==> config.mk <==
export PLATFORM = sky130hd
export DESIGN_NAME = adcsd_core
export DESIGN_NICKNAME = d
export VERILOG_FILES = /design/src/verilog/adcsd_pkg.sv /design/src/verilog/adcsd_core.sv
export SDC_FILE = /design/constraint.sdc
export NUM_CORES = 1
export LEC_CHECK = 0
export BUFFER_PORTS_ARGS = -buffer_cell sky130_fd_sc_hd__buf_2
export CORE_ASPECT_RATIO = 0.8
export CORE_UTILIZATION = 45
export DETAILED_ROUTE_END_ITERATION = 10
export PLACE_DENSITY = 0.6
export SETUP_SLACK_MARGIN = 0.15
export SLEW_MARGIN = 30
export SYNTH_ARGS = -nofsm -noshare
export SYNTH_HDL_FRONTEND = slang
export SYNTH_SLANG_ARGS = --single-unit
==> constraint.sdc <==
create_clock -name clk_i -period 6.85 [get_ports clk_i]
set_clock_uncertainty 0.05 [all_clocks]
set_input_delay 1.7125 -clock clk_i [delete_from_list [all_inputs] [get_ports clk_i]]
set_output_delay 1.7125 -clock clk_i [all_outputs]
set_load 0.1 [all_outputs]
==> src/verilog/adcsd_pkg.sv <==
/*
 Shared constants and carrier types of the converter's serial command
 decoder and conversion data output path.
 Assumes a single 50 MHz system clock and a 24-bit serial word size.
*/
package adcsd_pkg;

	localparam int NCH = 4;
	localparam int WORD_W = 24;
	localparam int SIG_W = 16;
	localparam int RAW_W = 26;
	localparam int FIFO_DEPTH = 2;
	localparam int NREG = 8;
	localparam int NCFG = 6;
	localparam logic [7:0] FRAME_WORDS = 8'h06;
	localparam logic [7:0] LAST_CH_WORD = 8'h04;
	localparam logic [4:0] BIT_LAST = 5'h17;

	// command words, compared over all 16 significant bits
	localparam logic [15:0] CMD_NULL = 16'h0000;
	localparam logic [15:0] CMD_RESET = 16'h0011;
	localparam logic [15:0] CMD_STANDBY = 16'h0022;
	localparam logic [15:0] CMD_WAKE = 16'h0033;
	localparam logic [15:0] CMD_LOCK = 16'h0555;
	localparam logic [15:0] CMD_UNLOCK = 16'h0655;
	localparam logic [2:0] RD_PFX = 3'h5;
	localparam logic [2:0] WR_PFX = 3'h3;
	localparam logic [2:0] RD_HDR = 3'h7;
	localparam logic [2:0] WR_ACK = 3'h2;
	localparam logic [15:0] RESP_RESET_OK = 16'hFF24;
	localparam logic [15:0] RESP_RESET_BAD = 16'h0011;

	// register map
	localparam logic [5:0] ADDR_ID = 6'h00;
	localparam logic [5:0] ADDR_STATUS = 6'h01;
	localparam logic [5:0] ADDR_MODE = 6'h02;
	localparam logic [5:0] ADDR_END = 6'h08;
	localparam logic [15:0] ID_VALUE = 16'h5A00; // arbitrary value
	localparam logic [15:0] STATUS_RST = 16'h0500;
	localparam logic [15:0] MODE_RST = 16'h0510;
	localparam logic [15:0] CFG_RST = 16'h0000;
	localparam int FMT_BIT = 0;
	localparam logic [1:0] WLEN_24 = 2'h1;

	// output code limits
	localparam logic [WORD_W-1:0] CODE_MAX = 24'h7FFFFF;
	localparam logic [WORD_W-1:0] CODE_MIN = 24'h800000;
	localparam logic signed [RAW_W-1:0] RAW_MAX = 26'sh07FFFFF;
	localparam logic signed [RAW_W-1:0] RAW_MIN = 26'sh3800000;

	// ready signal timing
	localparam int CLK_NS = 20;
	localparam int BRIEF_NS = 20;
	localparam int PULSE_NS = 80;
	localparam logic [2:0] BRIEF_CYC =
		3'((BRIEF_NS / CLK_NS) > 0 ? BRIEF_NS / CLK_NS : 1);
	localparam logic [2:0] PULSE_CYC = 3'((PULSE_NS + CLK_NS - 1) / CLK_NS);

	typedef struct packed {
		logic [NCH-1:0][RAW_W-1:0] ch;
	} adcsd_sample_t;

	typedef struct packed {
		logic sclk_s1, sclk_s2, sclk_d;
		logic cs_s1, cs_s2, din_s1, din_s2;
		logic sync_s1, sync_s2, sync_d;
		logic in_frame;
		logic [4:0] bit_cnt;
		logic [7:0] word_cnt;
		logic [WORD_W-1:0] shift_in;
		logic [WORD_W-1:0] shift_out;
		logic dout;
		logic [15:0] cmd;
		logic [15:0] resp_word;
		logic resp_sel;
		logic multi_rd;
		logic [5:0] rd_addr;
		logic [6:0] rd_cnt;
		logic [5:0] wr_base;
		logic [5:0] wr_addr;
		logic [7:0] wr_left;
		logic [6:0] wr_num;
		logic [NCFG-1:0][15:0] cfg;
		logic [FIFO_DEPTH-1:0][NCH-1:0][WORD_W-1:0] mem;
		logic wptr, rptr;
		logic [1:0] count;
		logic rdy;
		logic locked, standby, reset_flag;
		logic [2:0] pulse_cnt;
		logic data_ready_n_n;
	} adcsd_state_t;

endpackage : adcsd_pkg
==> src/verilog/adcsd_core.sv <==
/*
 Serial command decoder and conversion data output path of a
 four-channel converter: code clipping, two-deep per-channel buffer,
 ready signalling, command decode and next-frame responses.
 Assumes sclk/cs/din/sync pins are asynchronous to clk_i and slow enough
 (sclk period of several clk_i cycles) to be sampled; samples arrive
 from logic on clk_i.
*/
// Functional notes
// - inputs beyond full scale clip to 7FFFFF or 800000.
// - results are 24-bit two's complement codes.
// - output buffer holds two samples of every channel.
// - channel ready flags stay set until both buffered samples are read.
// - sync/reset strobe resynchronizes and empties the output buffers.
// - level format gives a brief ready pulse after first set shifted out.
// - each command is answered in the following frame.
// - no-operation changes nothing and answers with the status word.
// - unknown command words act as no-operation.
// - reset latched at frame end restores register defaults at once.
// - completed reset answers FF24h next frame.
// - reset with an incomplete frame does nothing, answers 0011h.
// - standby latched at frame end, echoes its word, idempotent.
// - wake returns to converting, echoes its word, idempotent.
// - lock guards the interface; only no-op, read, unlock act.
// - a guarded interface keeps converting and sending data.
// - unlock releases the guard and echoes its word.
// - register read: one value alone, or 111 header then data.
// - register write answers 010 header with count written minus one.
// - a frame is six words: response, four channels, check word (not generated, reads as zero).
// - 16-bit words sit MSB aligned with zero low bits.
module adcsd_core (
	input wire logic clk_i,
	input wire logic rst_b_i,
	input wire logic sclk_i,
	input wire logic cs_n_i,
	input wire logic din_i,
	input wire logic sync_reset_n_i,
	input wire adcsd_pkg::adcsd_sample_t sample_i,
	input wire logic sample_valid_i,
	output logic sample_ready_o,
	output logic dout_o,
	output logic data_ready_n_o,
	output logic standby_o,
	output logic locked_o
);
	import adcsd_pkg::*;

	adcsd_state_t st;
	adcsd_state_t next_st;

	logic sclk_rise;
	logic sclk_fall;
	logic word_done;
	logic frame_end;
	logic frame_full;
	logic sync_fall;
	logic push;
	logic pop;
	logic [WORD_W-1:0] in_word;
	logic [15:0] status_word;

	assign sclk_rise = st.in_frame & st.sclk_s2 & ~st.sclk_d;
	assign sclk_fall = st.in_frame & ~st.sclk_s2 & st.sclk_d;
	assign word_done = sclk_fall && (st.bit_cnt == BIT_LAST);
	assign frame_end = st.in_frame & st.cs_s2;
	assign frame_full = st.word_cnt >= FRAME_WORDS;
	assign sync_fall = ~st.sync_s2 & st.sync_d;
	assign in_word = {st.shift_in[WORD_W-2:0], st.din_s2};
	assign push = sample_valid_i & st.rdy;
	// the buffer head leaves once the last channel word is through
	assign pop = word_done && (st.word_cnt == LAST_CH_WORD) &&
		!st.multi_rd && (st.count != 2'h0);

	// all four ready flags follow the shared buffer fill
	assign status_word = {st.locked, 4'h0, st.reset_flag, WLEN_24,
		4'h0, {NCH{st.count != 2'h0}}};

	function automatic logic [WORD_W-1:0] clip(
		input logic [RAW_W-1:0] raw
	);
		logic signed [RAW_W-1:0] s;
		s = signed'(raw);
		if (s >= RAW_MAX) begin
			return CODE_MAX;
		end else if (s <= RAW_MIN) begin
			return CODE_MIN;
		end
		return raw[WORD_W-1:0];
	endfunction : clip

	function automatic logic [15:0] reg_value(input logic [5:0] addr);
		logic [5:0] idx;
		idx = addr - ADDR_MODE;
		if (addr == ADDR_ID) begin
			return ID_VALUE;
		end else if (addr == ADDR_STATUS) begin
			return status_word;
		end else if (addr < ADDR_END) begin
			return st.cfg[idx[2:0]];
		end
		return 16'h0000;
	endfunction : reg_value

	function automatic logic [WORD_W-1:0] out_word(input logic [7:0] w);
		logic [7:0] k;
		k = w - 8'h01;
		if (st.multi_rd) begin
			if (w == 8'h00) begin
				return {RD_HDR, st.rd_addr, st.rd_cnt, 8'h00};
			end else if (k <= {1'b0, st.rd_cnt}) begin
				return {reg_value(st.rd_addr + k[5:0]), 8'h00};
			end
			return '0;
		end
		if (w == 8'h00) begin
			return {st.resp_sel ? status_word : st.resp_word, 8'h00};
		end else if (w <= LAST_CH_WORD) begin
			return st.mem[st.rptr][k[1:0]];
		end
		// check word is not generated and reads as zero
		return '0;
	endfunction : out_word

	always_comb begin
		logic [WORD_W-1:0] w;
		logic [15:0] c;
		logic [5:0] idx;
		logic trig;
		w = '0;
		c = st.cmd;
		idx = st.wr_addr - ADDR_MODE;
		trig = 1'b0;
		next_st = st;

		next_st.sclk_s1 = sclk_i;
		next_st.sclk_s2 = st.sclk_s1;
		next_st.sclk_d = st.sclk_s2;
		next_st.cs_s1 = cs_n_i;
		next_st.cs_s2 = st.cs_s1;
		next_st.din_s1 = din_i;
		next_st.din_s2 = st.din_s1;
		next_st.sync_s1 = sync_reset_n_i;
		next_st.sync_s2 = st.sync_s1;
		next_st.sync_d = st.sync_s2;

		if (!st.cs_s2 && !st.in_frame) begin
			next_st.in_frame = 1'b1;
			next_st.bit_cnt = 5'h00;
			next_st.word_cnt = 8'h00;
		end

		// data changes on the rising edge, host samples on the falling one
		if (sclk_rise) begin
			if (st.bit_cnt == 5'h00) begin
				w = out_word(st.word_cnt);
				next_st.dout = w[WORD_W-1];
				next_st.shift_out = {w[WORD_W-2:0], 1'b0};
			end else begin
				next_st.dout = st.shift_out[WORD_W-1];
				next_st.shift_out = {st.shift_out[WORD_W-2:0], 1'b0};
			end
		end

		if (sclk_fall) begin
			next_st.shift_in = in_word;
			next_st.bit_cnt = st.bit_cnt + 5'h01;
		end

		if (word_done) begin
			next_st.bit_cnt = 5'h00;
			if (st.word_cnt != 8'hFF) begin
				next_st.word_cnt = st.word_cnt + 8'h01;
			end
			if (st.word_cnt == 8'h00) begin
				next_st.cmd = in_word[WORD_W-1:8];
				next_st.wr_left = 8'h00;
				if (in_word[23:21] == WR_PFX && !st.locked) begin
					next_st.wr_base = in_word[20:15];
					next_st.wr_addr = in_word[20:15];
					next_st.wr_left = {1'b0, in_word[14:8]} + 8'h01;
					next_st.wr_num = 7'h00;
				end
			end else if (st.wr_left != 8'h00) begin
				// words land as they arrive; read-only or absent slots skip
				if (st.wr_addr >= ADDR_MODE && st.wr_addr < ADDR_END) begin
					next_st.cfg[idx[2:0]] = in_word[WORD_W-1:8];
					next_st.wr_num = st.wr_num + 7'h01;
				end
				next_st.wr_addr = st.wr_addr + 6'h01;
				next_st.wr_left = st.wr_left - 8'h01;
			end
		end

		// commands act at frame end and answer in the next frame
		if (frame_end) begin
			next_st.in_frame = 1'b0;
			next_st.dout = 1'b0;
			next_st.multi_rd = 1'b0;
			next_st.resp_sel = 1'b1;
			if (st.resp_sel) begin
				next_st.reset_flag = 1'b0;
			end
			if (c[15:13] == RD_PFX) begin
				if (c[6:0] == 7'h00) begin
					next_st.resp_word = reg_value(c[12:7]);
					next_st.resp_sel = 1'b0;
				end else begin
					next_st.multi_rd = 1'b1;
					next_st.rd_addr = c[12:7];
					next_st.rd_cnt = c[6:0];
				end
			end else if (c == CMD_UNLOCK) begin
				next_st.locked = 1'b0;
				next_st.resp_word = c;
				next_st.resp_sel = 1'b0;
			end else if (!st.locked) begin
				if (c == CMD_RESET) begin
					next_st.resp_sel = 1'b0;
					if (frame_full) begin
						next_st.cfg = '0;
						next_st.cfg[0] = MODE_RST;
						next_st.locked = 1'b0;
						next_st.standby = 1'b0;
						next_st.reset_flag = 1'b1;
						next_st.resp_word = RESP_RESET_OK;
					end else begin
						next_st.resp_word = RESP_RESET_BAD;
					end
				end else if (c == CMD_STANDBY || c == CMD_WAKE) begin
					next_st.standby = (c == CMD_STANDBY);
					next_st.resp_word = c;
					next_st.resp_sel = 1'b0;
				end else if (c == CMD_LOCK) begin
					// locking must not wake a device held in standby
					next_st.locked = 1'b1;
					next_st.resp_word = c;
					next_st.resp_sel = 1'b0;
				end else if (c[15:13] == WR_PFX) begin
					next_st.resp_word = {WR_ACK, st.wr_base,
						st.wr_num - 7'h01};
					next_st.resp_sel = 1'b0;
				end
			end
		end

		// buffer: strobe empties it, a fresh sample may still enter after
		if (sync_fall || (frame_end && c == CMD_RESET && frame_full &&
				!st.locked)) begin
			next_st.count = 2'h0;
			next_st.rptr = 1'b0;
			next_st.wptr = 1'b0;
		end else if (pop) begin
			next_st.count = st.count - 2'h1;
			next_st.rptr = ~st.rptr;
			trig = ~st.cfg[0][FMT_BIT] && (st.count == 2'h2) && !push;
		end
		if (push) begin
			for (int i = 0; i < NCH; i++) begin
				next_st.mem[next_st.wptr][i] = clip(sample_i.ch[i]);
			end
			next_st.wptr = ~next_st.wptr;
			next_st.count = next_st.count + 2'h1;
			trig = trig | st.cfg[0][FMT_BIT];
		end
		// conversions keep flowing while guarded, halt in standby or while the buffer is full
		next_st.rdy = (next_st.count != 2'h2) && !next_st.standby;

		if (st.pulse_cnt != 3'h0) begin
			next_st.pulse_cnt = st.pulse_cnt - 3'h1;
		end
		if (trig) begin
			next_st.pulse_cnt = next_st.cfg[0][FMT_BIT] ? PULSE_CYC : BRIEF_CYC;
		end
		if (next_st.cfg[0][FMT_BIT]) begin
			next_st.data_ready_n_n = (next_st.pulse_cnt == 3'h0);
		end else begin
			next_st.data_ready_n_n = (next_st.count == 2'h0) ||
				(next_st.pulse_cnt != 3'h0);
		end
	end

	always_ff @(posedge clk_i or negedge rst_b_i) begin
		if (!rst_b_i) begin
			st <= '0;
			st.cfg[0] <= MODE_RST;
			st.reset_flag <= 1'b1;
			st.cs_s1 <= 1'b1;
			st.cs_s2 <= 1'b1;
			st.sync_s1 <= 1'b1;
			st.sync_s2 <= 1'b1;
			st.sync_d <= 1'b1;
			st.resp_sel <= 1'b1;
			st.rdy <= 1'b1;
			st.data_ready_n_n <= 1'b1;
		end else begin
			st <= next_st;
		end
	end

	assign sample_ready_o = st.rdy;
	assign dout_o = st.dout;
	assign data_ready_n_o = st.data_ready_n_n;
	assign standby_o = st.standby;
	assign locked_o = st.locked;
endmodule : adcsd_core

==> impl_metrics.env <==
export IMPL_status="completed"
export IMPL_num_nets_final=2584
export IMPL_area_delta_synth_final_pct=12.1
export IMPL_clock_latency_ns=0.59
export IMPL_final_common_cell="dfrtp_1"
export IMPL_fillers=4718
export IMPL_post_place_ws_ns=2.34
export IMPL_die_h_microns=206
export IMPL_path_cells="inv_1 > ha_1 > clkinv_1 > buf_4 > ha_1 > nor2b_1 > o211ai_1 > a21oi_1 > o32ai_1 > o211ai_2 > or4_1 > a31oi_1"
export IMPL_gp_congestion=0.924
export IMPL_maxCapViolations=0
export IMPL_critPathMaxStageDelay_ns=0.77
export IMPL_cts_buffers=48
export IMPL_root_buffer="clkbuf_16"
export IMPL_synth_top_area_share_pct=46.1
export IMPL_slew_limit_headroom_pct=37.3
export IMPL_synth_avg_cell_area_sq_um=9.77
export IMPL_cp_slowest_cell="o32ai_1"
export IMPL_cts_clk_slew_worst_paths_ns=0.06
export IMPL_synth_area_sq_mm=0.0235
export IMPL_start_kind="flip-flop"
export IMPL_wire_per_inst_microns=22.7
export IMPL_post_cts_resized=0
export IMPL_numClockSinks=445
export IMPL_rsz0062_at_grt="false"
export IMPL_synth_nets=2555
export IMPL_ir_worst_vdd_uv=222
export IMPL_power_frac_comb_pct=22.5
export IMPL_rows=74
export IMPL_tightest_slew_ns=0.938
export IMPL_hold_path_class="flip-flop to flip-flop"
export IMPL_final_hold_violation_count=0
export IMPL_drt_pre_antenna_iters=8
export IMPL_dieArea_sq_mm=0.0532
export IMPL_vias=19280
export IMPL_diodes=0
export IMPL_p_per_area_mw_per_mm2=311
export IMPL_p_leak_nw=11.5
export IMPL_final_cell_mix="dfrtp_1, nor2_1, a21oi_1"
export IMPL_slew_violations=0
export IMPL_seqPwrFrac_pct=43.7
export IMPL_ant_nets=0
export IMPL_ios=116
export IMPL_cp_max_fo=24
export IMPL_grt_total_usage_pct=27.1
export IMPL_fmax_mhz=218
export IMPL_grt_start_max_net_pins=143
export IMPL_synth_edf_count=0
export IMPL_grt_pass1_vias=18099
export IMPL_end_kind="flip-flop"
export IMPL_layout_setup_ws_ns=2.25
export IMPL_cts_tree="built"
export IMPL_cts_buffer_depth=3
export IMPL_worst_endpoint_arrival_ns=5.06
export IMPL_grt_pass1_wl_mm=110
export IMPL_setup_violations=0
export IMPL_holdBufCountCts=0
export IMPL_period_needed_ns=4.60
export IMPL_p_int_mw=5.62
export IMPL_via_per_inst=6.10
export IMPL_crit_top_cell="ha_1"
export IMPL_synth_area_leaders="dfrtp_1, mux4_2, a21oi_1"
export IMPL_htreeDepth=2
export IMPL_antenna_found_initial=0
export IMPL_fin_crit_sh_pct=67.1
export IMPL_yosys_warnings=0
export IMPL_drc_errors=0
export IMPL_overflow=0
export IMPL_setup_tns_ns=0
export IMPL_synth_seq_cells=445
export IMPL_place_port_buffers=115
export IMPL_drtIter0Drc=2165
export IMPL_clkPwrFrac_pct=33.8
export IMPL_synthCells=2407
export IMPL_ys_flop_type="dfrtp_1"
export IMPL_initial_core_util_pct=45.8
export IMPL_synth_cell_types=85
export IMPL_worst_hold_slack_ns=0.303
export IMPL_crit_type="flip-flop to flip-flop"
export IMPL_yosysTopAreaCell="dfrtp_1"
export IMPL_ys_seq_area_share_pct=47.4
export IMPL_async_flop_share_pct=100
export IMPL_drt_wl_total_mm=71.8
export IMPL_swShare_pct=31.4
export IMPL_coreArea_sq_mm=0.0513
export IMPL_worstPathRequired_ns=7.31
export IMPL_post_cts_buffers=0
export IMPL_drive_gt1_share_pct=16.3
export IMPL_place_hpwl_mm=49.9
export IMPL_chipWidth_microns=258
export IMPL_p_sw_mw=2.57
export IMPL_finalCoreUtilization_pct=51.4
==> layout make-up <==
class	instances	area, sq um	area share [%]
flip-flops and latches	445	11200	42.3
clock buffers	71	1410	5.35
multi-input cells	1693	11400	43.2
inverters	95	357	1.35
clock inverters	19	260	0.988
well taps	684	856	3.25
repair buffers	153	931	3.53
==> layer usage <==
layer | part of all wire [%] | global-route usage, %
met1 | 48 | 42.7
met2 | 42 | 37.9
met3 | 7.7 | 5.09
met4 | 1.8 | 6.49
met5 | 0 | 0
==> stage by stage <==
stage	power, mW	cells	cell area [sq um]
final	8.20	3160	26300
after global routing	8.62	3160	26300
after CTS	8.24	3159	26300
after detailed placement	5.44	3069	24600
after global placement	5.35	3069	24600
after floorplan	4.80	2407	23500
==> Yosys cell counts (4+ instances only) <==
master    number
o22a_1         4
o21ai_0       96
nand2_1      216
mux2_2        46
a211oi_1      11
xor2_1        12
buf_4          7
a21oi_1      309
nor2b_1       12
dfrtp_1      433
nor4b_1        4
a221oi_1       7
o31ai_1       10
a21o_1         6
nand4_1       36
inv_1         92
a31oi_1       12
nor3_2         4
mux4_2        78
buf_2         25
nor2_1       336
dfstp_2       12
buf_1         17
xnor2_1       19
and3_1        10
o211ai_1       8
clkbuf_1     125
a22o_1         4
or4_1          8
and2_1         4
a22oi_1       18
nor4_1        25
nand2b_1       5
ha_1          36
mux2i_1      123
nand3_1       39
o22ai_1       60
a211o_1        9
nor3_1        51
or2_2          5
==> path summary, 6_finish.rpt <==
| check | from | end | depth (start not counted) | slack (ns) |
|---|---|---|---|---|
| worst max-delay path | st[424] | st[388] | 12 | 2.25 |
| worst min-delay path | next_st[440] | in_word[0] | 0 | 0.30 |
| worst max register to register | st[424] | st[388] | 12 | 2.25 |
| worst min register to register | next_st[440] | in_word[0] | 0 | 0.30 |
| max in group asynchronous | rst_b_i | st[85] | 2 | 4.69 |
| min in group asynchronous | rst_b_i | st[245] | 1 | 0.96 |
==> power groups by stage <==
stage          logic, mW  registers, mW  clock network (mW)
6_report            1.84           3.59                2.77
5_1_grt             2.04           3.66                2.93
4_1_cts             1.83           3.58                2.82
3_5_place_dp        1.82           3.62                   0
3_3_place_gp        1.76           3.59                   0
2_1_floorplan       1.23           3.56                   0
==> cells by family after synthesis <==
kind of cell               count (synthesis)  share of synthesized area (%)
AOI/OAI and AO/OA                        593                           14.7
xor gates and xnor gates                  33                           1.35
adders and majority gates                 37                           2.00
buffers and inverters                    269                           4.54
DFF                                      445                           47.4
muxes                                    247                           14.9
and+or+nand+nor                          783                           15.1
==> critical path, delay by kind of cell, from the launching register on <==
| family | cells | cell delay [ns] |
|---|---|---|
| flops | 1 | 0.53 |
| simple gates | 2 | 0.76 |
| buf+inv | 3 | 0.61 |
| compound gates | 5 | 1.55 |
| fa+ha+maj | 2 | 0.99 |
==> registers in the layout, summed over array words and instances (netlist names) <==
name            count
st                410
in_word            24
next_st             6
data_ready_n_o      1
dout_o              1
locked_o            1
sample_ready_o      1
standby_o           1
Note: power is estimated with default switching activity, not from simulation.
